<file path="src/sfe_pkg.sv">
// shared constants for the sensor front-end output control block
package sfe_pkg;
   localparam int CLK_PERIOD_PS = 8000;
   // bridge sample periods per integration length, in picoseconds
   localparam longint PERIOD_INT10_PS = 64'd1666666667;
   localparam longint PERIOD_INT9_PS  = 64'd884955752;
   localparam longint PERIOD_INT8_PS  = 64'd492610837;
   localparam longint PERIOD_INT7_PS  = 64'd393700787;
   localparam int CYC_INT10 = int'(PERIOD_INT10_PS / CLK_PERIOD_PS);
   localparam int CYC_INT9  = int'(PERIOD_INT9_PS / CLK_PERIOD_PS);
   localparam int CYC_INT8  = int'(PERIOD_INT8_PS / CLK_PERIOD_PS);
   localparam int CYC_INT7  = int'(PERIOD_INT7_PS / CLK_PERIOD_PS);

   localparam logic [7:0] OFS_CFG   = 8'h00;
   localparam logic [7:0] OFS_DOFS  = 8'h04;
   localparam logic [7:0] OFS_STAT  = 8'h08;
   localparam logic [7:0] OFS_SHIFT = 8'h0c;
   localparam logic [7:0] OFS_RDBR  = 8'h10;
   localparam logic [7:0] OFS_RDTMP = 8'h14;
   localparam logic [7:0] OFS_RDHB  = 8'h18;

   // configuration, status and shift word field positions
   localparam int CFG_GAIN_LSB  = 0;
   localparam int CFG_XZC_LSB   = 4;
   localparam int CFG_INT_LSB   = 10;
   localparam int CFG_RANGE_LSB = 12;
   localparam int CFG_SRC_LSB   = 14;
   localparam int CFG_SEQHB_BIT = 16;
   localparam int CFG_FILT1_BIT = 17;
   localparam int CFG_FILT2_BIT = 18;
   localparam int CFG_DIAG1_BIT = 19;
   localparam int CFG_DIAG2_BIT = 20;
   localparam int STAT_STEP_LSB = 16;
   localparam int SHIFT_STEP_LSB = 16;

   localparam logic [3:0] GAIN_LAST    = 4'hc;
   localparam logic signed [5:0] XZC_MAX = 6'sh1f;
   localparam logic signed [5:0] XZC_MIN = -6'sh1f;
   localparam logic [14:0] VALUE_MAX   = 15'h7fff;
   localparam logic [14:0] FAULT_LOW   = 15'h0000;
   localparam logic [14:0] FAULT_HIGH  = 15'h7fff;
   localparam int READOUT_DROP = 2;

   typedef enum logic [1:0] {
      SRC_TEMP, SRC_HALF, SRC_BRIDGE_FN, SRC_SEQ
   } out2_src_type;
   typedef enum logic [1:0] {
      INT_10, INT_9, INT_8, INT_7
   } integ_len_type;
endpackage : sfe_pkg

</file>
<file path="src/out_chan_if.sv">
// signals between the top and one analog output channel
`timescale 1ns/10ps
interface out_chan_if;
   logic [14:0] sample;
   logic        sampleValid;
   logic        filtEn;
   logic        diagEn;
   logic        faultActive;
   logic [14:0] faultLevel;
   logic [14:0] level;
   modport ctrl (output sample, sampleValid, filtEn, diagEn, faultActive,
                 faultLevel, input level);
   modport chan (input sample, sampleValid, filtEn, diagEn, faultActive,
                 faultLevel, output level);
endinterface : out_chan_if

</file>
<file path="src/out_channel.sv">
// one analog output channel: low-pass filter, power-on waveform, fault band
`timescale 1ns/10ps
module out_channel #(
   parameter int FILT_SHIFT = 3,
   parameter int DIAG_CYC   = 64
) (
   input  wire logic core_clk,
   input  wire logic arst_n,
   input  wire logic ce,
   out_chan_if.chan  ch
);
   typedef enum logic [1:0] {DG_LOW, DG_HIGH, DG_RUN} diag_type;
   diag_type diag_q;
   logic [15:0] diagCnt_q;
   logic [14:0] filt_q;
   logic signed [16:0] diff;

   assign diff = $signed({2'b00, ch.sample}) - $signed({2'b00, filt_q});

   // power-on diagnostic waveform: low level, high level, then signal
   always_ff @(posedge core_clk or negedge arst_n) begin
      if (!arst_n) begin
         diag_q    <= DG_LOW;
         diagCnt_q <= 16'h0000;
      end else if (ce && diag_q != DG_RUN) begin
         // enable read late so a quick post-reset write still counts
         if (!ch.diagEn && diag_q == DG_HIGH) begin
            diag_q <= DG_RUN;
         end else if (diagCnt_q == 16'(DIAG_CYC - 1)) begin
            diagCnt_q <= 16'h0000;
            diag_q    <= (diag_q == DG_LOW && ch.diagEn) ? DG_HIGH : DG_RUN;
         end else begin
            diagCnt_q <= diagCnt_q + 16'h0001;
         end
      end
   end

   // first-order low-pass, bypassed when disabled
   always_ff @(posedge core_clk or negedge arst_n) begin
      if (!arst_n) begin
         filt_q <= 15'h0000;
      end else if (ce && ch.sampleValid) begin
         if (ch.filtEn) begin
            filt_q <= 15'(filt_q + 15'(diff >>> FILT_SHIFT));
         end else begin
            filt_q <= ch.sample;
         end
      end
   end

   always_ff @(posedge core_clk or negedge arst_n) begin
      if (!arst_n) begin
         ch.level <= sfe_pkg::FAULT_LOW;
      end else if (ce) begin
         if (ch.faultActive) begin
            ch.level <= ch.faultLevel;
         end else begin
            case (diag_q)
               DG_LOW:  ch.level <= ch.diagEn ? sfe_pkg::FAULT_LOW : filt_q;
               DG_HIGH: ch.level <= sfe_pkg::FAULT_HIGH;
               DG_RUN:  ch.level <= filt_q;
               default: ch.level <= filt_q;
            endcase
         end
      end
   end

   // [RULE_13] power-on waveform
   chk_diag_high_phase: assert property (@(posedge core_clk) disable iff (!arst_n)
      ce && diag_q == DG_HIGH && !ch.faultActive |=> ch.level == sfe_pkg::FAULT_HIGH)
      else $error("diagnostic high phase not shown");
   // [RULE_12] filter bypass
   chk_filter_bypass: assert property (@(posedge core_clk) disable iff (!arst_n)
      ce && ch.sampleValid && !ch.filtEn |=> filt_q == $past(ch.sample))
      else $error("unfiltered sample not taken");
endmodule : out_channel

</file>
<file path="src/sensor_frontend_output_control.sv">
// configuration, sequencing and output control of the sensor front end
// Notes on behaviour
// [RULE_01] thirteen gain settings, 420 down to 2.8
// [RULE_02] offset step count clamped to plus/minus 31
// [RULE_03] per-step shift depends on selected gain
// [RULE_04] compensation reaches beyond 300 percent of span
// [RULE_05] digital offset correction of conditioned bridge
// [RULE_06] 14-bit second-order converter result kept
// [RULE_07] integration 10..7 bits sets sample rate
// [RULE_08] converter input range is configurable
// [RULE_09] primary output always carries conditioned bridge
// [RULE_10] secondary output picks one of four sources
// [RULE_11] sequence: low, high, temp/half, bridge function
// [RULE_12] optional low-pass filtering per output
// [RULE_13] optional power-on diagnostic waveform per output
// [RULE_14] signals readable with 13-bit resolution
// [RULE_15] user keeps amplifier within 10..90 percent
// [RULE_16] polarity pin open selects low fault level
// [RULE_17] conditioned results are 15-bit, zero to one
// [RULE_18] sequence repeats while sequential mode selected
//
// The placing of the registers and the AHB-Lite interface to the registers were chosen for this implementation.
`timescale 1ns/10ps
module sensor_frontend_output_control #(
   parameter int CYC_INT10  = sfe_pkg::CYC_INT10,
   parameter int CYC_INT9   = sfe_pkg::CYC_INT9,
   parameter int CYC_INT8   = sfe_pkg::CYC_INT8,
   parameter int CYC_INT7   = sfe_pkg::CYC_INT7,
   parameter int SEQ_SLOT   = 1024,
   parameter int FILT_SHIFT = 3,
   parameter int DIAG_CYC   = 1024
) (
   input  wire logic        core_clk,
   input  wire logic        arst_n,
   input  wire logic        ce,
   input  wire logic        hsel,
   input  wire logic [31:0] haddr,
   input  wire logic [1:0]  htrans,
   input  wire logic        hwrite,
   input  wire logic [2:0]  hsize,
   input  wire logic [31:0] hwdata,
   input  wire logic        hready,
   output logic             hreadyout,
   output logic             hresp,
   output logic [31:0]      hrdata,
   input  wire logic [14:0] bridgeIn,
   input  wire logic        bridgeValid,
   input  wire logic [14:0] tempIn,
   input  wire logic        tempValid,
   input  wire logic [14:0] halfIn,
   input  wire logic        halfValid,
   input  wire logic [13:0] adcRaw,
   input  wire logic        adcValid,
   input  wire logic        faultActive,
   input  wire logic        fault_band_polarity_pin,
   output logic [3:0]       gainSel,
   output logic [5:0]       extendedOffsetComp,
   output logic [1:0]       integLen,
   output logic [1:0]       adcRange,
   output logic             convStart,
   output logic [14:0]      primary_analog_out,
   output logic [14:0]      secondary_analog_out
);
   typedef enum logic [1:0] {SQ_LOW, SQ_HIGH, SQ_SECOND, SQ_BRIDGE}
      seq_type;

   // saturate bridge minus signed offset into [0, 1)
   function automatic logic [14:0] applyOffset(input logic [14:0] v,
                                               input logic [15:0] ofs);
      logic signed [17:0] s;
      s = $signed({3'b000, v}) - $signed({{2{ofs[15]}}, ofs});
      if (s < 0) begin
         return 15'h0000;
      end else if (s > $signed({3'b000, sfe_pkg::VALUE_MAX})) begin
         return sfe_pkg::VALUE_MAX;
      end
      return s[14:0];
   endfunction : applyOffset

   // shift per step in hundredths of a percent of span, by gain index
   function automatic logic [15:0] stepShift(input logic [3:0] g);
      case (g)
         4'h0, 4'h2, 4'h4, 4'h6, 4'h9: return 16'h04e2;
         4'h1, 4'h3, 4'h5, 4'h7, 4'ha: return 16'h02f8;
         4'h8, 4'hb:                   return 16'h0208;
         4'hc:                         return 16'h0053;
         default:                      return 16'h0053;
      endcase
   endfunction : stepShift

   function automatic logic [31:0] readout13(input logic [14:0] v);
      return {19'h00000, v[14:sfe_pkg::READOUT_DROP]};
   endfunction : readout13

   out_chan_if ch1 ();
   out_chan_if ch2 ();

   logic [31:0] cfg_q;
   logic [15:0] dofs_q;
   logic [13:0] adcLast_q;
   logic [14:0] bridge_q;
   logic [14:0] temp_q;
   logic [14:0] half_q;
   logic        bridgeNew_q;
   logic        sec2New_q;
   logic        wrPend_q;
   logic [7:0]  wrAddr_q;
   logic [31:0] convCnt_q;
   logic [31:0] convLoad;
   logic [15:0] slotCnt_q;
   seq_type     seq_q;
   logic [14:0] bridgeFn;
   logic [14:0] secondVal;
   logic [14:0] faultLevel;
   logic [14:0] out2Sel;
   logic [5:0]  xzcW;
   logic [5:0]  xzcAbs;
   logic [15:0] totalShift;
   logic        addrPhase;
   logic        seqMode;
   logic [31:0] rdVal;

   assign addrPhase = hsel && hready && htrans[1];
   assign seqMode   = cfg_q[sfe_pkg::CFG_SRC_LSB +: 2] == 2'(sfe_pkg::SRC_SEQ);
   assign bridgeFn  = sfe_pkg::VALUE_MAX - bridge_q;
   assign secondVal = cfg_q[sfe_pkg::CFG_SEQHB_BIT] ? half_q : temp_q;
   assign xzcW      = hwdata[sfe_pkg::CFG_XZC_LSB +: 6];
   assign xzcAbs    = extendedOffsetComp[5] ? 6'(-extendedOffsetComp)
                                            : extendedOffsetComp;
   // [RULE_03] gain-dependent total shift
   assign totalShift = 16'(stepShift(gainSel) * {10'h000, xzcAbs});

   // [RULE_16] open pin (pulled high) means low fault level
   assign faultLevel = fault_band_polarity_pin ? sfe_pkg::FAULT_LOW
                                               : sfe_pkg::FAULT_HIGH;

   // bus: zero wait states, always OKAY
   always_ff @(posedge core_clk or negedge arst_n) begin
      if (!arst_n) begin
         hreadyout <= 1'b0;
         hresp     <= 1'b0;
      end else if (ce) begin
         hreadyout <= 1'b1;
         hresp     <= 1'b0;
      end
   end

   always_ff @(posedge core_clk or negedge arst_n) begin
      if (!arst_n) begin
         wrPend_q <= 1'b0;
         wrAddr_q <= 8'h00;
      end else if (ce) begin
         wrPend_q <= addrPhase && hwrite;
         wrAddr_q <= haddr[7:0];
      end
   end

   always_comb begin
      case (haddr[7:0])
         sfe_pkg::OFS_CFG:   rdVal = cfg_q;
         sfe_pkg::OFS_DOFS:  rdVal = {16'h0000, dofs_q};
         sfe_pkg::OFS_STAT:  rdVal = {14'h0000, seq_q, 2'b00, adcLast_q};
         sfe_pkg::OFS_SHIFT: rdVal = {stepShift(gainSel), totalShift};
         // [RULE_14] 13-bit readout of conditioned signals
         sfe_pkg::OFS_RDBR:  rdVal = readout13(bridge_q);
         sfe_pkg::OFS_RDTMP: rdVal = readout13(temp_q);
         sfe_pkg::OFS_RDHB:  rdVal = readout13(half_q);
         default:            rdVal = 32'h00000000;
      endcase
   end

   // read data is captured at the address phase and stands in the data phase
   always_ff @(posedge core_clk or negedge arst_n) begin
      if (!arst_n) begin
         hrdata <= 32'h00000000;
      end else if (ce) begin
         hrdata <= (addrPhase && !hwrite) ? rdVal : 32'h00000000;
      end
   end

   always_ff @(posedge core_clk or negedge arst_n) begin
      if (!arst_n) begin
         cfg_q  <= 32'h00000000;
         dofs_q <= 16'h0000;
      end else if (ce && wrPend_q) begin
         if (wrAddr_q == sfe_pkg::OFS_CFG) begin
            cfg_q <= {11'h000, hwdata[20:0]};
         end
         if (wrAddr_q == sfe_pkg::OFS_DOFS) begin
            dofs_q <= hwdata[15:0];
         end
      end
   end

   // analog front-end settings driven from configuration
   always_ff @(posedge core_clk or negedge arst_n) begin
      if (!arst_n) begin
         gainSel            <= 4'h0;
         extendedOffsetComp <= 6'h00;
      end else if (ce && wrPend_q && wrAddr_q == sfe_pkg::OFS_CFG) begin
         // [RULE_01] gain index limited to the table
         gainSel <= (hwdata[sfe_pkg::CFG_GAIN_LSB +: 4] > sfe_pkg::GAIN_LAST)
                    ? sfe_pkg::GAIN_LAST : hwdata[sfe_pkg::CFG_GAIN_LSB +: 4];
         // [RULE_02] step count clamp
         if ($signed(xzcW) < sfe_pkg::XZC_MIN) begin
            extendedOffsetComp <= sfe_pkg::XZC_MIN;
         end else begin
            extendedOffsetComp <= xzcW;
         end
      end
   end

   always_ff @(posedge core_clk or negedge arst_n) begin
      if (!arst_n) begin
         integLen <= 2'(sfe_pkg::INT_10);
         adcRange <= 2'b00;
      end else if (ce) begin
         integLen <= cfg_q[sfe_pkg::CFG_INT_LSB +: 2];
         // [RULE_08] converter input range
         adcRange <= cfg_q[sfe_pkg::CFG_RANGE_LSB +: 2];
      end
   end

   // [RULE_07] sample period from integration length
   always_comb begin
      case (integLen)
         2'(sfe_pkg::INT_10): convLoad = 32'(CYC_INT10 - 1);
         2'(sfe_pkg::INT_9):  convLoad = 32'(CYC_INT9 - 1);
         2'(sfe_pkg::INT_8):  convLoad = 32'(CYC_INT8 - 1);
         2'(sfe_pkg::INT_7):  convLoad = 32'(CYC_INT7 - 1);
         default:             convLoad = 32'(CYC_INT10 - 1);
      endcase
   end

   always_ff @(posedge core_clk or negedge arst_n) begin
      if (!arst_n) begin
         convCnt_q <= 32'h00000000;
         convStart <= 1'b0;
      end else if (ce) begin
         convStart <= convCnt_q == 32'h00000000;
         if (convCnt_q == 32'h00000000 || convCnt_q > convLoad) begin
            convCnt_q <= convLoad;
         end else begin
            convCnt_q <= convCnt_q - 32'h00000001;
         end
      end
   end

   // [RULE_06] last 14-bit conversion result
   always_ff @(posedge core_clk or negedge arst_n) begin
      if (!arst_n) begin
         adcLast_q <= 14'h0000;
      end else if (ce && adcValid) begin
         adcLast_q <= adcRaw;
      end
   end

   // conditioned values, 15-bit fractions
   always_ff @(posedge core_clk or negedge arst_n) begin
      if (!arst_n) begin
         bridge_q    <= 15'h0000;
         temp_q      <= 15'h0000;
         half_q      <= 15'h0000;
         bridgeNew_q <= 1'b0;
         sec2New_q   <= 1'b0;
      end else if (ce) begin
         bridgeNew_q <= bridgeValid;
         sec2New_q   <= bridgeValid || tempValid || halfValid || wrPend_q;
         if (bridgeValid) begin
            // [RULE_05] digital offset removal
            // [RULE_17] result saturated into zero..one
            bridge_q <= applyOffset(bridgeIn, dofs_q);
         end
         if (tempValid) begin
            temp_q <= tempIn;
         end
         if (halfValid) begin
            half_q <= halfIn;
         end
      end
   end

   // [RULE_11] sequential pattern stepping
   always_ff @(posedge core_clk or negedge arst_n) begin
      if (!arst_n) begin
         seq_q     <= SQ_LOW;
         slotCnt_q <= 16'h0000;
      end else if (ce) begin
         if (!seqMode) begin
            seq_q     <= SQ_LOW;
            slotCnt_q <= 16'h0000;
         end else if (slotCnt_q == 16'(SEQ_SLOT - 1)) begin
            slotCnt_q <= 16'h0000;
            case (seq_q)
               SQ_LOW:    seq_q <= SQ_HIGH;
               SQ_HIGH:   seq_q <= SQ_SECOND;
               SQ_SECOND: seq_q <= SQ_BRIDGE;
               // [RULE_18] pattern restarts
               SQ_BRIDGE: seq_q <= SQ_LOW;
               default:   seq_q <= SQ_LOW;
            endcase
         end else begin
            slotCnt_q <= slotCnt_q + 16'h0001;
         end
      end
   end

   // [RULE_10] secondary source selection
   always_comb begin
      case (cfg_q[sfe_pkg::CFG_SRC_LSB +: 2])
         2'(sfe_pkg::SRC_TEMP):      out2Sel = temp_q;
         2'(sfe_pkg::SRC_HALF):      out2Sel = half_q;
         2'(sfe_pkg::SRC_BRIDGE_FN): out2Sel = bridgeFn;
         default: begin
            case (seq_q)
               SQ_LOW:    out2Sel = sfe_pkg::FAULT_LOW;
               SQ_HIGH:   out2Sel = sfe_pkg::FAULT_HIGH;
               SQ_SECOND: out2Sel = secondVal;
               default:   out2Sel = bridgeFn;
            endcase
         end
      endcase
   end

   // [RULE_09] primary channel always fed from the bridge
   assign ch1.sample      = bridge_q;
   assign ch1.sampleValid = bridgeNew_q;
   assign ch1.filtEn      = cfg_q[sfe_pkg::CFG_FILT1_BIT];
   assign ch1.diagEn      = cfg_q[sfe_pkg::CFG_DIAG1_BIT];
   assign ch1.faultActive = faultActive;
   assign ch1.faultLevel  = faultLevel;
   // sequence steps must not be smeared, so the filter is bypassed
   assign ch2.sample      = out2Sel;
   assign ch2.sampleValid = seqMode || sec2New_q;
   assign ch2.filtEn      = cfg_q[sfe_pkg::CFG_FILT2_BIT] && !seqMode;
   assign ch2.diagEn      = cfg_q[sfe_pkg::CFG_DIAG2_BIT];
   assign ch2.faultActive = faultActive;
   assign ch2.faultLevel  = faultLevel;

   out_channel #(.FILT_SHIFT(FILT_SHIFT), .DIAG_CYC(DIAG_CYC)) u_out1 (
      .core_clk (core_clk),
      .arst_n   (arst_n),
      .ce       (ce),
      .ch       (ch1.chan)
   );
   out_channel #(.FILT_SHIFT(FILT_SHIFT), .DIAG_CYC(DIAG_CYC)) u_out2 (
      .core_clk (core_clk),
      .arst_n   (arst_n),
      .ce       (ce),
      .ch       (ch2.chan)
   );

   assign primary_analog_out   = ch1.level;
   assign secondary_analog_out = ch2.level;

   chk_xzc_in_range: assert property (@(posedge core_clk) disable iff (!arst_n)
      $signed(extendedOffsetComp) >= -31 && $signed(extendedOffsetComp) <= 31)
      else $error("offset step count outside range"); // [RULE_02]
   chk_gain_in_table: assert property (@(posedge core_clk) disable iff (!arst_n)
      gainSel <= 4'hc)
      else $error("gain index outside table"); // [RULE_01]
   chk_step_lowest_gain: assert property (@(posedge core_clk)
      disable iff (!arst_n)
      gainSel == 4'hc |-> stepShift(gainSel) == 16'd83)
      else $error("lowest gain step wrong"); // [RULE_03]
   chk_reach_full_steps: assert property (@(posedge core_clk)
      disable iff (!arst_n)
      gainSel == 4'h0 && xzcAbs == 6'd31 |-> totalShift >= 16'd30000)
      else $error("compensation reach too small"); // [RULE_04]
   chk_offset_applied: assert property (@(posedge core_clk)
      disable iff (!arst_n)
      ce && bridgeValid |=> bridge_q == applyOffset($past(bridgeIn), $past(dofs_q)))
      else $error("digital offset not applied"); // [RULE_05]
   chk_adc_capture: assert property (@(posedge core_clk) disable iff (!arst_n)
      ce && adcValid |=> adcLast_q == $past(adcRaw))
      else $error("conversion result not held"); // [RULE_06]
   chk_fast_rate_period: assert property (@(posedge core_clk)
      disable iff (!arst_n)
      integLen == 2'd3 && ce |-> convLoad == 32'(CYC_INT7 - 1))
      else $error("shortest integration period wrong"); // [RULE_07]
   chk_seq_order: assert property (@(posedge core_clk) disable iff (!arst_n)
      ce && seqMode && seq_q == SQ_LOW && slotCnt_q == 16'(SEQ_SLOT - 1)
      |=> seq_q == SQ_HIGH)
      else $error("sequence does not go low to high"); // [RULE_11]
   chk_seq_restart: assert property (@(posedge core_clk) disable iff (!arst_n)
      ce && seqMode && seq_q == SQ_BRIDGE && slotCnt_q == 16'(SEQ_SLOT - 1)
      |=> seq_q == SQ_LOW)
      else $error("sequence does not restart"); // [RULE_18]
   chk_fault_polarity: assert property (@(posedge core_clk)
      disable iff (!arst_n)
      ce && faultActive && fault_band_polarity_pin
      |=> primary_analog_out == sfe_pkg::FAULT_LOW)
      else $error("open pin did not give low level"); // [RULE_16]
   chk_bridge_readout: assert property (@(posedge core_clk)
      disable iff (!arst_n)
      ce && addrPhase && !hwrite && haddr[7:0] == sfe_pkg::OFS_RDBR
      |=> hrdata == {19'h00000, $past(bridge_q[14:2])})
      else $error("bridge readout wrong"); // [RULE_14]
endmodule : sensor_frontend_output_control

</file>
<file path="config.mk">
export PLATFORM = sky130hd
export DESIGN_NAME = sensor_frontend_output_control
export DESIGN_NICKNAME = d
export VERILOG_FILES = /design/src/sfe_pkg.sv /design/src/out_chan_if.sv /design/src/out_channel.sv /design/src/sensor_frontend_output_control.sv
export SDC_FILE = /design/constraint.sdc
export NUM_CORES = 1
export LEC_CHECK = 0
export ABC_AREA = 1
export ABC_CLOCK_PERIOD_IN_PS = 4900
export BUFFER_PORTS_ARGS = -buffer_cell sky130_fd_sc_hd__buf_2
export CAP_MARGIN = 20
export CORE_ASPECT_RATIO = 0.8
export CORE_MARGIN = 8
export CORE_UTILIZATION = 54
export DETAILED_ROUTE_END_ITERATION = 10
export HOLD_SLACK_MARGIN = 0.1
export MAX_ROUTING_LAYER = met4
export PLACE_DENSITY = 0.77
export SYNTH_ARGS = -nofsm -noshare
export SYNTH_HDL_FRONTEND = slang
export SYNTH_SLANG_ARGS = --single-unit
export TNS_END_PERCENT = 30
</file>
<file path="constraint.sdc">
create_clock -name core_clk -period 4.9 [get_ports core_clk]
set_clock_uncertainty 0.2 [all_clocks]
set_input_delay 0.49 -clock core_clk [delete_from_list [all_inputs] [get_ports core_clk]]
set_output_delay 0.49 -clock core_clk [all_outputs]
set_load 0.01 [all_outputs]
</file>
---- Word level (Yosys, flattened, before mapping) ----
Memories as Yosys holds them, arrays and structs flattened.
Index checks and enable logic that the tools add are counted.
word-level totals
  register bits after elaboration ......... 301
  memory bits (read-only) ................. 288
  input port bits ......................... 140
  output and inout port bits .............. 79
  memories kept ........................... 2
memory list
  name              depth  bits a word  read ports  clocked after memory_dff  write ports  line                                  RTL
  (name not given)  16     9            1           0                         0            sensor_frontend_output_control.sv:82  case (g)
  (name not given)  16     9            1           0                         0            sensor_frontend_output_control.sv:82
operators by class
  add/sub/neg operators ................... 11
  multipliers ............................. 1
  order comparisons ....................... 5
  eq/ne operators ......................... 24
  mux-type cells .......................... 39
  bitwise operators ....................... 2
  reduce and logical (&&, ||, !) cells .... 45
operator list
  cell                   count
  $pmux 32 s7            1
  $mux 15                11
  $pmux 32 s4            1
  $pmux 15 s3            2
  $mux 16                4
  $mux 32                2
  $pmux 15 s2            2
  $add 16x1->16 const B  3
  $eq 16x10->1 const B   3
  $gt 32x32->1           1
  $logic_not 32->1       1
  $sub 15x15->16         2
  $sub 32x1->32 const B  1
  $add 15x15->15         2
  $eq 8x5->1 const B     3
  $reduce_and 2->1       10
  $gt 17x16->1 const B   1
  $lt 17x1->1 const B    1
  $sub 16x16->17         1
  $eq 8x3->1 const B     2
  $eq 8x4->1 const B     2
  $logic_and 1x1->1      16
  $logic_not 8->1        2
  $mul 16x6->16          1
  other kinds (18)       52

---- Longest topological paths before layout ----
Gate-level depths: netlist (run 1).
  word-level depth ........................ 7
  depth in mapped cells ................... 32
  mapped depth without buffers ............ 31

---- Hierarchy ----
Synthesis (run 1) repeated with hierarchy kept, for this count alone.
second synthesis, totals
  cell total of the unflattened synthesis .. 2,760
  area total of the unflattened synthesis .. 20,621.0 sq um
modules (own cells, without submodules)
  module                          times used  cells each  area an instance (sq um)  seq. area each (sq um)
  sensor_frontend_output_control  1           1,685       13,005.0                  4,954.8
  out_channel (u_out2)            1           539         3,814.9                   1,201.2
  out_channel (u_out1)            1           536         3,801.1                   1,201.2

---- Least setup slack after synthesis (run 1) ----
No wires, ideal clock.
  path kind ............................... register to register
  from .................................... register gainSel[1]
  to ...................................... register hrdata[14]
  data arrival time ....................... 4.537 ns
  setup slack ............................. 0.076 ns
  stages on the path, launching flop included .. 25
  path buffers ............................ 0
  period minus slack after synthesis ...... 4.824 ns
  cell sequence ........................... dfrtp_1 > inv_1 > ha_1 > o21ai_0 > inv_1 > a21oi_1 > inv_1 > nor2_1 > inv_1 > fa_1 > inv_1 > fa_1 > inv_1 > fa_1 > inv_1 > ha_1 > inv_1 > nor3_1 > nand3_1 > nand3_1 > a21oi_1 > nor2_1 > nor2_1 > xor2_1 > o211ai_1
on the way
  word-level cells in the longest chain between the ends .. 4
ends and longest elaborated chain
  element                   line                                   RTL
  start: declaration        sensor_frontend_output_control.sv:56   output logic [3:0] gainSel,
  start signal: assignment  sensor_frontend_output_control.sv:202  gainSel <= (hwdata[sfe_pkg::CFG_GAIN_LSB +: 4] > sfe_pkg::GAIN_LAST)
  $mem_v2 16x9              n/a
  $mul 16x6->16             sensor_frontend_output_control.sv:131  assign totalShift = 16'(stepShift(gainSel) * {10'h000, xzcAbs});
  $pmux 32 s7               sensor_frontend_output_control.sv:159  case (haddr[7:0])
  $mux 32                   sensor_frontend_output_control.sv:177  hrdata <= (addrPhase && !hwrite) ? rdVal : 32'h00000000;
  end signal: assignment    sensor_frontend_output_control.sv:177
  end: declaration          sensor_frontend_output_control.sv:45   output logic [31:0] hrdata,
No other way between the ends.
A chain may end at the register's enable or synchronous reset.

---- Final worst setup path (run 1) ----
  from .................................... register extendedOffsetComp[1]
  to ...................................... register hrdata[9]
on the way
  word-level cells in the longest chain between the ends .. 5
ends and longest elaborated chain
  element                   line                                   RTL
  start: declaration        sensor_frontend_output_control.sv:57   output logic [5:0] extendedOffsetComp,
  start signal: assignment  sensor_frontend_output_control.sv:206  extendedOffsetComp <= sfe_pkg::XZC_MIN;
  start signal: assignment  sensor_frontend_output_control.sv:208  extendedOffsetComp <= xzcW;
  $neg 6->6                 sensor_frontend_output_control.sv:128  assign xzcAbs = extendedOffsetComp[5] ? 6'(-extendedOffsetComp)
  $mux 6 *                  sensor_frontend_output_control.sv:128
  $mul 16x6->16 *           sensor_frontend_output_control.sv:131
  $pmux 32 s7 *             sensor_frontend_output_control.sv:159
  $mux 32 *                 sensor_frontend_output_control.sv:177
Mark *: on every way between the ends. The rest lies on a longest branch, timed or not.

==> reports/metrics.csv, run 1 <==
metric,value,unit
outcome,completed,
ios,219,
hold_path_depth,4,
required,5.14,ns
regArea,7360,um^2
post-dp-hpwl,47100,um
synthCells,2587,
syn2layout_area_growth,17.2,%
switching_share,0.429,
ys_warn_count,0,
period_minus_slack,4.66,ns
root_buffer,clkbuf_16,
endpoint_kind,register,
maxSlewHeadroom,0.261,
tns,0,ns
yosys_register_bits,294,
track_usage,0.293,
wire_per_inst,18.9,um
cts_tree,done,
report.final.slew_viol_count,0,
grt_max_degree,117,
worstSkewPairLatency,0.60,ns
postRouteAntennaNets,0,
cts_buffers,31,
dr.pass1.iters,6,
synth-edff-count,0,
cp_data_arrival_time,4.90,ns
rr_worst_depth,22,
post_synth_num_cell_types,63,
path_class,reg2reg,
antenna_found_initial,2,
powerDensity,480,nW/um^2
final_cells,3329,
p_int,6.36,mW
num_rows,62,
clk_pin_slew,0.06,ns
final_cell_mix,"nand2_1, inv_1, dfrtp_1, nor2_1, o21ai_0",
yosysTopAreaCellShare,0.372,
dieHeight,187,um
maxCapViolations,0,
setup_viol,0,
hp-class,in2reg,
synth_area,19800,um^2
hold_viol,0,
p_clk_frac,0.235,
place_congestion,0.967,
cp_max_fo,5,
initial_core_util,0.550,
yosysSeqAreaShare,0.372,
drc_errors,0,
dp_cells,3189,
grt_pass1_wl,101000,um
first_global_vias,18700,
p_leak,11.7,nW
fin_crit_sh,0.952,
yosysTopAreaCell,dfrtp_1,
clkSinkCount,294,
vias,19100,
cp-start-kind,register,
dieArea,43100,um^2
io_buffers,172,
irDropWorstVdd,388,uV
drtIter0Drc,1943,
syn_avg_cell_area,7.65,um^2
finalNetCount,3133,
fp.coreArea,36000,um^2
wl,63000,um
cts_max_level,1,
worstMarginPinSlew,1.11,ns
p_switching,4.77,mW
vias_per_cell,5.75,
seqPwrFrac,0.282,
synthArstFlopShare,1.00,
ys.flop_type,dfrtp_1,
multi_input_area,10900,um^2
fmax,214,MHz
clockBufferDepth,3,
fillers,3139,
layout-drive-gt1-share,0.116,
final_common_cell,nand2_1,
grt_remaining_overflow,0,
yosys-top-cells-area,"dfrtp_1, nand2_1, ha_1",
combPwrFrac,0.482,
fp.dieW,230,um
## flip-flops by register name, indices dropped and copies added (netlist names), 16 cells and up
register,count
convCnt_q,32
slotCnt_q,16
u_out1.diagCnt_q,16
hrdata,25
cfg_q,21
u_out2.diagCnt_q,16
dofs_q,16
## worst max-delay path, stage by stage, from the launching register on
cell and delay, ns:
dfrtp_1 0.41, inv_1 0.12, ha_2 0.21, or2_2 0.11
nand3_1 0.07, o21ai_2 0.10, inv_2 0.09, nor2_2 0.14
inv_1 0.07, fa_1 0.56, fa_1 0.45, fa_1 0.54
inv_1 0.04, ha_1 0.36, nand2_1 0.12, nand2_1 0.05
nand2_1 0.07, nand2_1 0.11, nand2_1 0.10, nand2_1 0.05
a21oi_1 0.15, xor2_1 0.21, o221ai_1 0.17
## synthesized netlist by cell type (6+ instances only)
master and number:
a21o_1 7, a21oi_1 200, a221oi_1 7, a31oi_1 14, buf_1 6, buf_2 7
buf_4 8, clkbuf_1 56, dfrtp_1 294, fa_1 27, ha_1 141, inv_1 355
inv_2 6, mux2_2 17, nand2_1 508, nand2_2 7, nand3_1 78, nand4_1 25
nor2_1 273, nor3_1 43, nor4_1 9, o211ai_1 26, o21ai_0 247, o21ai_1 7
o22ai_1 45, xnor2_1 38, xor2_1 59
## cell families (layout without fill, tap and decap cells)
logic type | count (synthesis) | in the layout | share of synthesized area
adders and majority gates | 168 | 168 | 0.116
buffers and inverters | 443 | 697 | 0.0864
and+or+nand+nor | 973 | 973 | 0.207
xor gates and xnor gates | 97 | 97 | 0.0429
other | 1 | 9 | 0.000189
muxes | 17 | 17 | 0.00967
AOI/OAI and AO/OA | 594 | 594 | 0.166
DFF | 294 | 294 | 0.372
## metrics by stage
step	hold slack, ns	total power, mW	util	cell area (um^2)	setup slack, ns
detailed placement	0.253	8.20	0.587	21100	0.130
global route	0.202	11.9	0.644	23200	-0.0298
CTS	0.165	10.9	0.640	23000	0.0838
finish	0.169	11.1	0.644	23200	0.236
floorplan	-0.00559	6.90	-	19800	0.0760
global placement	0.244	8.02	0.587	21100	0.181
## power by group through the flow
stage | sequential (mW) | clock [mW] | combinational (mW)
floorplan | 3.09 | 0 | 3.82
global placement | 3.15 | 0 | 4.87
detailed placement | 3.17 | 0 | 5.04
CTS | 3.13 | 2.64 | 5.14
global route | 3.18 | 2.73 | 6.02
finish | 3.14 | 2.62 | 5.37
## path summary, 6_finish.rpt
kind / start / endpoint / slack [ns]
worst max-delay path: extendedOffsetComp[1] / hrdata[9] / 0.24
worst min-delay path: bridgeIn[1] / bridge_q[1] / 0.17
worst max register to register: extendedOffsetComp[1] / hrdata[9] / 0.24
worst min register to register: hreadyout / hreadyout / 0.27
max in group asynchronous: arst_n / cfg_q[17] / 2.82
min in group asynchronous: arst_n / gainSel[3] / 0.37
## layer usage
metal	wire length, um	vias to the layer above	GRT usage
li1	-	9007	-
met1	27500	9081	0.403
met2	27500	893	0.434
met3	5960	150	0.0555
met4	2080	0	0.0905
met5	0	-	-
## timing repair
item | CTS | global route
hold buffers | 79 | 0
setup endpoints to repair | 0 | 14
endpoints found under the hold margin | 214 | 0
buffers inserted | 0 | 3
gates resized for setup | 0 | 36
## area by class of cell
type,count,area share
multi-input combinational,1856,0.469
sequential,294,0.317
timing repair buffer,277,0.0813
inverter,365,0.0591
clock buffer,40,0.0362
tap,480,0.0259
clock inverter,15,0.0115
antenna,2,0.000216
Power figures use the tool's default switching activity.
==> inputs of run 2 (changes only) <==
==> constraint.sdc (replaced) <==
create_clock -name core_clk -period 4.9 [get_ports core_clk]
set_clock_uncertainty 0.2 [all_clocks]
set_input_delay 0.245 -clock core_clk [delete_from_list [all_inputs] [get_ports core_clk]]
set_output_delay 0.245 -clock core_clk [all_outputs]
set_load 0.01 [all_outputs]
==> reports/metrics.csv, run 2 (same netlist as run 1, synthesis figures left out) <==
metric,value,unit
outcome,completed,
largest_register_ffs,32,
diodes,0,
fp.dieW,230,um
final_cell_mix,"nand2_1, inv_1, dfrtp_1, nor2_1, o21ai_0",
fin_hold_ws,0.132,ns
fmax,215,MHz
place_area,21100,um^2
drc_errors,0,
cp_data_arrival_time,4.92,ns
post-dp-hpwl,47000,um
fin_util,0.648,
initial_core_util,0.550,
wire_per_inst,18.8,um
postRouteAntennaNets,0,
dieArea,43100,um^2
cp_max_fo,6,
io_buffers,172,
wl,62700,um
antenna_found_initial,0,
dieHeight,187,um
clkSinkCount,294,
clk_pin_slew,0.06,ns
first_global_vias,18600,
worstMarginPinSlew,1.05,ns
grt_remaining_overflow,0,
cp-start-kind,register,
powerDensity,476,nW/um^2
vias,19200,
hold_viol,0,
maxSlewHeadroom,0.299,
largestRegisters,"convCnt_q (32), hrdata (25), cfg_q (21)",
worst_slack,0.249,ns
irDropWorstVdd,317,uV
period_minus_slack,4.65,ns
endpoint_kind,register,
drtIter0Drc,1826,
p_leak,11.8,nW
cts_max_level,1,
post-place-ws,0.119,ns
place_congestion,0.959,
grt_max_degree,130,
final_common_cell,nand2_1,
layout-drive-gt1-share,0.115,
top_register,convCnt_q,
cts_buffers,31,
setup_viol,0,
clockBufferDepth,3,
grt_pass1_wl,99600,um
required,5.16,ns
rsz0062_at_grt,yes,
syn2layout_area_growth,17.9,%
fin_crit_sh,0.949,
report.final.slew_viol_count,0,
dr.pass1.iters,8,
track_usage,0.289,
cts_tree,done,
path_class,reg2reg,
hp-class,in2reg,
root_buffer,clkbuf_16,
ios,219,
finalNetCount,3148,
worstSkewPairLatency,0.60,ns
post-route-cell-area,23300,um^2
vias_per_cell,5.73,
maxCapViolations,0,
fillers,3102,
fp.coreArea,36000,um^2
num_rows,62,
==> run 2: changes by cell type in the layout (fill, tap and decap cells not counted), sizes merged <==
cell | previous run | this run
buf | 198 | 200
bufinv | 7 | 9
clkbuf | 40 | 36
clkinv | 9 | 12
diode | 2 | 0
dlygate4sd3 | 79 | 92
inv | 363 | 364
==> run 2: per-stage QoR <==
| stage | total power, mW | TNS, ns | instances |
|---|---|---|---|
| floorplan | 6.90 | 0 | 2593 |
| detailed placement | 8.14 | 0 | 3192 |
| CTS | 11.0 | 0 | 3341 |
| global route | 12.0 | -0.0397 | 3344 |
| finish | 11.1 | 0 | 3344 |
| global placement | 8.02 | 0 | 3191 |
==> run 2: area by class of cell <==
cell class              instances  area [um^2]  share of cell area
clock inverters                21          355              0.0152
inverters                     365         1370              0.0587
clock buffers                  36          815              0.0349
multi-input cells            1856        10800               0.464
repair buffers                292         2020              0.0864
flip-flops and latches        294         7360               0.315
well taps                     480          601              0.0257
==> run 2: layer usage <==
metal	wire, um	global-route usage
met1	27200	0.397
met2	27200	0.430
met3	6240	0.0564
met4	2120	0.0891
met5	0	-
==> run 2: path summary, 6_finish.rpt <==
path,start,endpoint,slack (ns),cells past startpoint
hold / removal,bridgeIn[6],bridge_q[6],0.13,5
max in group asynchronous,arst_n,u_out1.ch.level[13],3.07,3
hold reg to reg,bridgeNew_q,bridgeNew_q,0.28,2
min in group asynchronous,arst_n,gainSel[0],0.14,2
setup / recovery,extendedOffsetComp[0],hrdata[14],0.25,22
setup reg to reg,extendedOffsetComp[0],hrdata[14],0.25,22
==> run 2: worst max-delay path, stage by stage, from the launching register on <==
cell and delay [ns]:
dfrtp_1 0.39, clkinv_1 0.10, ha_1 0.23, nand3_1 0.11, nand2_1 0.05, nand2_1 0.06
nand2_1 0.06, inv_1 0.19, nor2_1 0.12, fa_1 0.52, fa_1 0.54, inv_1 0.05
fa_1 0.53, inv_1 0.05, ha_1 0.36, a21oi_1 0.17, o21a_1 0.12, nand3_1 0.11
a21oi_1 0.15, nor2_1 0.05, nor2_1 0.11, xor2_1 0.15, o211ai_1 0.09
==> run 2: repair_timing <==
item,CTS,global route
buffers inserted,0,2
hold buffers,92,0
setup endpoints to repair,0,13
gates resized for setup,0,27
endpoints found under the hold margin,249,0
==> run 2: power breakdown <==
part / total [mW] / internal [mW] / switching [mW]
Sequential: 3.13 / 2.78 / 0.351
Combinational: 5.25 / 1.99 / 3.27
Clock: 2.73 / 1.67 / 1.06
